--- src/dab_pkg.sv ---
// Function
// [RULE_01] and: two distinct accumulators ANDed into first, all flags, one byte
// [RULE_02] add: sum of two accumulators into first, all four flags, one byte
// [RULE_03] clear-bit: output bit 0..15 forced to zero, flags kept, one byte
// [RULE_04] set-bit: output bit 0..15 driven to one, flags kept, one byte
// [RULE_05] clear: accumulator loaded with zero, sign and zero only, two bytes
// [RULE_06] divide step: b gets quotient bit, a twice remainder, sign and zero
// [RULE_07] N back-to-back steps give quotient scaled 2^(N-1) in b
// [RULE_08] program clears b and keeps 0 < a < 2r before first step
// [RULE_09] program pre-shifts a and r otherwise and rescales the quotient
// [RULE_10] firmware sets then clears output bit to release a start latch
// [RULE_11] zero flag on zero result, sign is msb, carry/overflow as addition
package dab_pkg;

  // ===========================================================
  // encodings
  typedef enum logic [1:0] {
    DAB_REG_A = 2'h0,
    DAB_REG_B = 2'h1,
    DAB_REG_R = 2'h2
  } dab_reg_t;

  typedef enum logic [2:0] {
    DAB_OP_NOP  = 3'h0,
    DAB_OP_AND  = 3'h1,
    DAB_OP_ADD  = 3'h2,
    DAB_OP_BCLR = 3'h3,
    DAB_OP_BSET = 3'h4,
    DAB_OP_CLR  = 3'h5,
    DAB_OP_DIV  = 3'h6
  } dab_op_t;

  // ===========================================================
  // constants
  localparam int unsigned DAB_W         = 32;
  localparam int unsigned DAB_OUT_W     = 16;
  localparam logic [1:0]  DAB_LEN_ONE   = 2'h1;
  localparam logic [1:0]  DAB_LEN_TWO   = 2'h2;
  localparam logic [31:0] DAB_ACC_RST   = 32'h0000_0000;
  localparam logic [15:0] DAB_OUT_RST   = 16'h0000;

  // ===========================================================
  // carriers
  typedef struct packed {
    logic       valid;
    dab_op_t    op;
    dab_reg_t   p1;
    dab_reg_t   p2;
    logic [3:0] bit_idx;
  } dab_instr_t;

  typedef struct packed {
    logic carry;
    logic overflow;
    logic sign;
    logic zero;
  } dab_flags_t;

  typedef struct packed {
    logic [31:0] a;
    logic [31:0] b;
    logic [31:0] r;
  } dab_regs_t;

endpackage

--- src/dab_alu.sv ---
`timescale 1ns/100ps
module dab_alu (
  input  wire logic              mclk,
  input  wire logic              srst,
  input  wire dab_pkg::dab_instr_t instr,
  output logic [1:0]             instr_len,
  output dab_pkg::dab_regs_t     regs_q,
  output dab_pkg::dab_flags_t    flags_q,
  output logic [15:0]            out_bits_q
);
  import dab_pkg::*;

  function automatic logic [31:0] sel(input dab_regs_t r, input dab_reg_t s);
    case (s)
      DAB_REG_A: sel = r.a;
      DAB_REG_B: sel = r.b;
      default:   sel = r.r;
    endcase
  endfunction

  // ===========================================================
  // operand fetch and result
  logic [31:0] op1;
  logic [31:0] op2;
  logic [32:0] sum;
  logic [31:0] res;
  logic        wr;
  logic        ge;
  logic [31:0] diff;

  assign op1  = sel(regs_q, instr.p1);
  assign op2  = sel(regs_q, instr.p2);
  assign sum  = {1'b0, op1} + {1'b0, op2};
  // restoring step: one quotient bit per step, a shifted left after
  assign ge   = regs_q.a >= regs_q.r;
  assign diff = ge ? (regs_q.a - regs_q.r) : regs_q.a;

  always_comb begin
    res = DAB_ACC_RST;
    wr  = 1'b0;
    case (instr.op)
      DAB_OP_AND: begin
        res = op1 & op2; // RULE_01
        wr  = instr.valid && (instr.p1 != instr.p2);
      end
      DAB_OP_ADD: begin
        res = sum[31:0]; // RULE_02
        wr  = instr.valid;
      end
      DAB_OP_CLR: begin
        res = DAB_ACC_RST; // RULE_05
        wr  = instr.valid;
      end
      DAB_OP_DIV: begin
        res = {diff[30:0], 1'b0};
      end
      default: begin
        res = DAB_ACC_RST;
      end
    endcase
  end

  assign instr_len = (instr.op == DAB_OP_CLR) ? DAB_LEN_TWO : DAB_LEN_ONE;

  // ===========================================================
  // accumulators
  always_ff @(posedge mclk) begin
    if (srst) begin
      regs_q <= '{a: DAB_ACC_RST, b: DAB_ACC_RST, r: DAB_ACC_RST};
    end else if (instr.valid && instr.op == DAB_OP_DIV) begin
      // quotient shifts into b so N steps scale it by 2^(N-1)
      regs_q.b <= {regs_q.b[30:0], ge}; // RULE_06 RULE_07
      regs_q.a <= res; // RULE_06
    end else if (wr) begin
      case (instr.p1)
        DAB_REG_A: regs_q.a <= res;
        DAB_REG_B: regs_q.b <= res;
        default:   regs_q.r <= res;
      endcase
    end
  end

  // ===========================================================
  // flags
  always_ff @(posedge mclk) begin
    if (srst) begin
      flags_q <= '0;
    end else if (instr.valid) begin
      case (instr.op)
        DAB_OP_AND: begin
          if (wr) begin
            // logical op: no carry out, no signed overflow
            flags_q.carry    <= 1'b0; // RULE_11
            flags_q.overflow <= 1'b0;
            flags_q.sign     <= res[31];
            flags_q.zero     <= (res == DAB_ACC_RST);
          end
        end
        DAB_OP_ADD: begin
          flags_q.carry    <= sum[32]; // RULE_11
          flags_q.overflow <= (op1[31] == op2[31]) && (res[31] != op1[31]);
          flags_q.sign     <= res[31];
          flags_q.zero     <= (res == DAB_ACC_RST);
        end
        DAB_OP_CLR, DAB_OP_DIV: begin
          // sign and zero from the value written to a (or cleared reg)
          flags_q.sign <= res[31]; // RULE_05 RULE_06 RULE_11
          flags_q.zero <= (res == DAB_ACC_RST);
        end
        default: begin
          flags_q <= flags_q; // RULE_03 RULE_04
        end
      endcase
    end
  end

  // ===========================================================
  // output bits, also the start latch release path
  always_ff @(posedge mclk) begin
    if (srst) begin
      out_bits_q <= DAB_OUT_RST;
    end else if (instr.valid && instr.op == DAB_OP_BCLR) begin
      out_bits_q[instr.bit_idx] <= 1'b0; // RULE_03 RULE_10
    end else if (instr.valid && instr.op == DAB_OP_BSET) begin
      out_bits_q[instr.bit_idx] <= 1'b1; // RULE_04 RULE_10
    end
  end

  // ===========================================================
  // checks
  add_result_a: assert property (@(posedge mclk) disable iff (srst) // RULE_02
    instr.valid && instr.op == DAB_OP_ADD && instr.p1 == DAB_REG_A
    |=> regs_q.a == $past(regs_q.a) + $past(sel(regs_q, instr.p2)))
    else $error("add result wrong");

  and_result_a: assert property (@(posedge mclk) disable iff (srst) // RULE_01
    instr.valid && instr.op == DAB_OP_AND && instr.p1 == DAB_REG_B
    && instr.p2 != DAB_REG_B
    |=> regs_q.b == ($past(regs_q.b) & $past(sel(regs_q, instr.p2))))
    else $error("and result wrong");

  and_flags_a: assert property (@(posedge mclk) disable iff (srst) // RULE_11
    instr.valid && instr.op == DAB_OP_AND && instr.p1 == DAB_REG_A
    && instr.p2 != DAB_REG_A
    |=> !flags_q.carry && !flags_q.overflow && flags_q.sign == regs_q.a[31]
    && flags_q.zero == (regs_q.a == 32'h0000_0000))
    else $error("and flags wrong");

  and_refused_a: assert property (@(posedge mclk) disable iff (srst) // RULE_01
    instr.valid && instr.op == DAB_OP_AND && instr.p1 == instr.p2
    |=> $stable(regs_q) && $stable(flags_q))
    else $error("and with same operand changed state");

  bit_clear_a: assert property (@(posedge mclk) disable iff (srst) // RULE_03
    instr.valid && instr.op == DAB_OP_BCLR
    |=> out_bits_q[$past(instr.bit_idx)] == 1'b0 && flags_q == $past(flags_q))
    else $error("bit clear wrong");

  bit_set_a: assert property (@(posedge mclk) disable iff (srst) // RULE_04
    instr.valid && instr.op == DAB_OP_BSET
    |=> out_bits_q[$past(instr.bit_idx)] == 1'b1 && $stable(flags_q))
    else $error("bit set wrong");

  bit_others_a: assert property (@(posedge mclk) disable iff (srst) // RULE_03
    instr.valid && (instr.op == DAB_OP_BCLR || instr.op == DAB_OP_BSET)
    |=> ((out_bits_q ^ $past(out_bits_q))
    & ~(16'h0001 << $past(instr.bit_idx))) == 16'h0000
    && $stable(regs_q))
    else $error("bit op touched other state");

  clear_reg_a: assert property (@(posedge mclk) disable iff (srst) // RULE_05
    instr.valid && instr.op == DAB_OP_CLR && instr.p1 == DAB_REG_R
    |=> regs_q.r == 32'h0000_0000 && flags_q.zero && !flags_q.sign
    && $stable(flags_q.carry))
    else $error("clear wrong");

  clear_keep_a: assert property (@(posedge mclk) disable iff (srst) // RULE_05
    instr.valid && instr.op == DAB_OP_CLR && instr.p1 == DAB_REG_A
    |=> regs_q.a == 32'h0000_0000 && $stable(regs_q.b) && $stable(regs_q.r)
    && $stable(flags_q.overflow))
    else $error("clear touched other state");

  clear_len_a: assert property (@(posedge mclk) // RULE_05
    instr.op == DAB_OP_CLR |-> instr_len == 2'h2)
    else $error("clear length wrong");

  other_len_a: assert property (@(posedge mclk) // RULE_01 RULE_06
    instr.op != DAB_OP_CLR |-> instr_len == 2'h1)
    else $error("one byte length wrong");

  div_step_a: assert property (@(posedge mclk) disable iff (srst) // RULE_06
    instr.valid && instr.op == DAB_OP_DIV && regs_q.a >= regs_q.r
    |=> regs_q.b[0] && regs_q.a == (($past(regs_q.a) - $past(regs_q.r)) << 1)
    && $stable(flags_q.overflow))
    else $error("div step wrong");

  div_less_a: assert property (@(posedge mclk) disable iff (srst) // RULE_06
    instr.valid && instr.op == DAB_OP_DIV && regs_q.a < regs_q.r
    |=> !regs_q.b[0] && regs_q.a == ($past(regs_q.a) << 1)
    && $stable(regs_q.r))
    else $error("div step without subtract wrong");

  div_shift_a: assert property (@(posedge mclk) disable iff (srst) // RULE_07
    instr.valid && instr.op == DAB_OP_DIV
    |=> regs_q.b[31:1] == $past(regs_q.b[30:0]))
    else $error("quotient not shifted");

  div_flags_a: assert property (@(posedge mclk) disable iff (srst) // RULE_11
    instr.valid && instr.op == DAB_OP_DIV
    |=> flags_q.sign == regs_q.a[31]
    && flags_q.zero == (regs_q.a == 32'h0000_0000)
    && $stable(flags_q.carry))
    else $error("div flags wrong");

  add_zero_a: assert property (@(posedge mclk) disable iff (srst) // RULE_11
    instr.valid && instr.op == DAB_OP_ADD
    |=> flags_q.zero == (sel(regs_q, $past(instr.p1)) == 32'h0000_0000)
    && flags_q.carry == $past(sum[32]))
    else $error("add flags wrong");

  add_sign_a: assert property (@(posedge mclk) disable iff (srst) // RULE_11
    instr.valid && instr.op == DAB_OP_ADD && instr.p1 == DAB_REG_A
    |=> flags_q.sign == regs_q.a[31])
    else $error("add sign wrong");

  idle_hold_a: assert property (@(posedge mclk) disable iff (srst) // RULE_03
    !instr.valid
    |=> $stable(regs_q) && $stable(flags_q) && $stable(out_bits_q))
    else $error("state changed without instruction");

endmodule

--- config.mk ---
export PLATFORM = sky130hd
export DESIGN_NAME = dab_alu
export DESIGN_NICKNAME = d
export VERILOG_FILES = /design/src/dab_pkg.sv /design/src/dab_alu.sv
export SDC_FILE = /design/constraint.sdc
export NUM_CORES = 1
export LEC_CHECK = 0
export BUFFER_PORTS_ARGS = -buffer_cell sky130_fd_sc_hd__buf_4
export CAP_MARGIN = 10
export CORE_ASPECT_RATIO = 0.7
export CORE_MARGIN = 10
export CORE_UTILIZATION = 60
export DETAILED_ROUTE_END_ITERATION = 7
export PLACE_DENSITY_LB_ADDON = 0.2
export SYNTH_ARGS = -nofsm -noshare
export SYNTH_HDL_FRONTEND = slang
export SYNTH_SLANG_ARGS = --single-unit
--- constraint.sdc ---
create_clock -name mclk -period 5.95 [get_ports mclk]
set_input_delay 0.2975 -clock mclk [delete_from_list [all_inputs] [get_ports mclk]]
set_output_delay 0.2975 -clock mclk [all_outputs]
set_load 0.005 [all_outputs]
==> flow_metrics.py <==
metrics = {
    "clock_tree": {
        "cts.clk_slew.worst_paths_ns": 0.06,
        "clock_latency_ns": 0.44,
        "ctsHoldBuffers": 0,
        "cts_buffers": 17,
        "cts_tree": "yes",
        "htreeDepth": 4,
        "cts.sinks": 116,
        "cts-root-buf": "clkbuf_16",
        "post_cts_buffers": 0,
        "cts.path.max_buffers": 2,
        "cts_resized": 0,
    },
    "power": {
        "ir_drop_uv": 164,
        "power_density_nw_per_um2": 246,
        "leakagePower_nw": 4.97,
        "power_mw": 2.95,
    },
    "timing": {
        "slew_headroom_pct": 20.6,
        "rsz0062_at_grt": "false",
        "finalHoldViolations": 0,
        "fin_setup_tns_ns": 0,
        "period_minus_slack_ns": 5.13,
        "whs_ns": 0.219,
        "fin_skew_ns": 0.0109,
        "worst_slew_pin_slew_ns": 1.19,
        "setup_slack_ns": 0.816,
        "finalSetupViolations": 0,
        "clock.fmax_ghz": 0.195,
        "drv_slew": 0,
        "min_period_over_period_pct": 86.3,
    },
    "final_layout": {
        "multiInputGateArea_sq_um": 7380,
        "final_layout_size_suffix_gt1_share_pct": 14.7,
        "syn_to_final_growth_pct": 17.5,
        "layout.cells.non_filler": 1716,
        "register_area_sq_um": 2320,
        "fin_util_pct": 72.7,
        "fillCellCount": 1330,
        "nets": 1555,
        "final_area_sq_um": 12000,
        "final_cell_mix": "192 x nor2_1, 159 x buf_4, 155 x nand2_1, 116 x o21ai_0, 116 x dfxtp_1",
        "final_common_cell": "nor2_1",
    },
    "drt": {
        "drtPass1Iterations": 6,
        "drc": 0,
        "drt_iter0_drc": 2097,
        "wirelength_um": 41800,
        "wire_per_inst_um": 24.4,
        "vias": 11804,
        "ant_nets": 0,
        "vias_per_cell": 6.88,
    },
    "placed_design": {
        "hpwlAfterDp_um": 30500,
        "post_dp_cell_area_sq_um": 11400,
        "dp_cells": 1681,
        "gp_congestion": 1.04,
        "port_buffers": 131,
        "dp_slack_ns": 1.16,
    },
    "setup_path": {
        "worstRegToRegCells": 15,
        "worstSetupStartpointType": "flip-flop",
        "cp_data_required_time_ns": 6.33,
        "timing.rr.start": "regs_q[64]",
        "worstReg2RegEnd": "flags_q[0]",
        "end_kind": "flip-flop",
        "r2r_setup_slack_ns": 0.82,
        "path_class": "reg -> reg",
        "worstPathArrival_ns": 5.52,
        "cp_cell_sequence": "inv_1 -> ha_1 -> fa_1 -> nand2b_1 -> a21oi_1 -> o2111ai_1 -> nand3b_1 -> o21ai_1 -> and2_1 -> a311oi_1 -> nand4_1 -> nor4b_1 -> and4_1 -> and3_1 -> a31o_1",
        "critical_path.max_stage_delay_ns": 0.61,
        "worstPathMaxFanout": 8,
        "slowest_stage": "a21oi_1",
    },
    "grt": {
        "grt_max_degree": 77,
        "grt_use_total_pct": 35.3,
        "antenna_found_initial": 2,
        "grt_pass1_wl_um": 63400,
        "globalRouteOverflowTotal": 0,
        "first_global_vias": 10745,
    },
    "synthesis": {
        "synth_seq_cells": 116,
        "netlist_instances": 1387,
        "synthesis.area_sq_um": 10200,
        "syn-num-nets": 1467,
        "synth-edff-count": 0,
        "yosysSeqAreaShare_pct": 22.8,
        "postSynthAreaPerCell_sq_um": 7.36,
        "ys_types": 83,
        "synth-warning-count": 0,
        "async_reset_ff_share_pct": 0,
        "ys.flop_type": "dfxtp_1",
    },
    "die": {
        "std_cell_rows": 39,
        "ioPinCount": 132,
        "dieArea_sq_um": 22700,
        "die_h_um": 129,
        "die_w_um": 176,
        "core_sq_um": 16500,
        "start_util_pct": 61.9,
    },
    "min_path": {
        "hold_depth": 4,
        "min_from": "instr[1]",
        "hold_class": "in -> reg",
    },
    "outcome": {
        "status": "finished, final reports clean",
    },
    "run": {
        "max-cap-violations": 0,
    },
}
-- report_power, final --
group	switching, mW	internal (mW)
Sequential	0.0493	0.802
Clock	0.461	0.673
Combinational	0.624	0.345
-- worst max path at each step --
stage / from / end / slack (ns) / cells after the start
2_1_floorplan: instr[6] / flags_q[0] / 1.63 / 17
4_1_cts: regs_q[64] / flags_q[0] / 1.14 / 15
3_3_place_gp: regs_q[64] / flags_q[0] / 1.29 / 15
6_report: regs_q[64] / flags_q[0] / 0.82 / 15
3_5_place_dp: regs_q[64] / flags_q[0] / 1.16 / 15
5_1_grt: regs_q[64] / flags_q[0] / 0.77 / 16
-- synthesized netlist by cell type (all sizes together), types with 8 or more instances --
library cell  instances  share of area [%]
a211oi               81                6.0
a21o                 22                1.6
a21oi                70                3.4
a221oi               36                3.2
a22oi                10               0.74
a31oi                 9               0.55
and3                  9               0.55
buf                  16               0.90
clkbuf               75                2.8
dfxtp               116                 23
ha                   65                8.0
inv                  43                1.6
mux2i                75                7.4
nand2               156                5.8
nand2b               11               0.67
nand3                23                1.1
nand4                17                1.0
nor2                195                7.2
nor2b                12               0.81
nor3                 36                1.8
nor4                  8               0.49
o21a                  9               0.66
o21ai               121                5.9
xnor2                28                2.4
xor2                 24                2.1
-- cells by family (layout without fill, tap and decap cells) --
group                    after synthesis  after routing  share of synthesized area (%)
AND/OR/NAND/NOR                      499            499                           21.9
multiplexers                          79             79                           7.80
AO/OA/AOI/OAI                        441            441                           29.6
buffers and inverters                134            235                           5.24
adder cells (fa/ha/maj)               66             66                           8.17
XOR/XNOR                              52             52                           4.46
flip-flops                           116            116                           22.8
other                                  0              3                              0
-- per-layer routing --
metal  global-route usage (%)  vias up  wire [um]
li1                         -     5313          -
met4                     9.44        0        730
met2                     46.5      909      16000
met1                     48.9     5491      17700
met5                        0        -          0
met3                     18.1       91       7360
-- final cells by class --
type | count | area share, %
Multi-Input combinational cell | 1137 | 61.6
Sequential cell | 116 | 19.4
Timing Repair Buffer | 160 | 10.1
Clock buffer | 17 | 3.55
Tap cell | 225 | 2.35
Clock inverter | 15 | 1.64
Inverter | 43 | 1.35
Antenna cell | 3 | 0.0626
-- critical path, delay by kind of cell (launching register included) --
family,cells,cell delay [ns]
AOI/OAI and AO/OA,5,1.94
adders and majority gates,2,0.60
buffers and inverters,1,0.07
DFF,1,0.43
and+or+nand+nor,7,2.05
(Power assumes the default switching activity.)
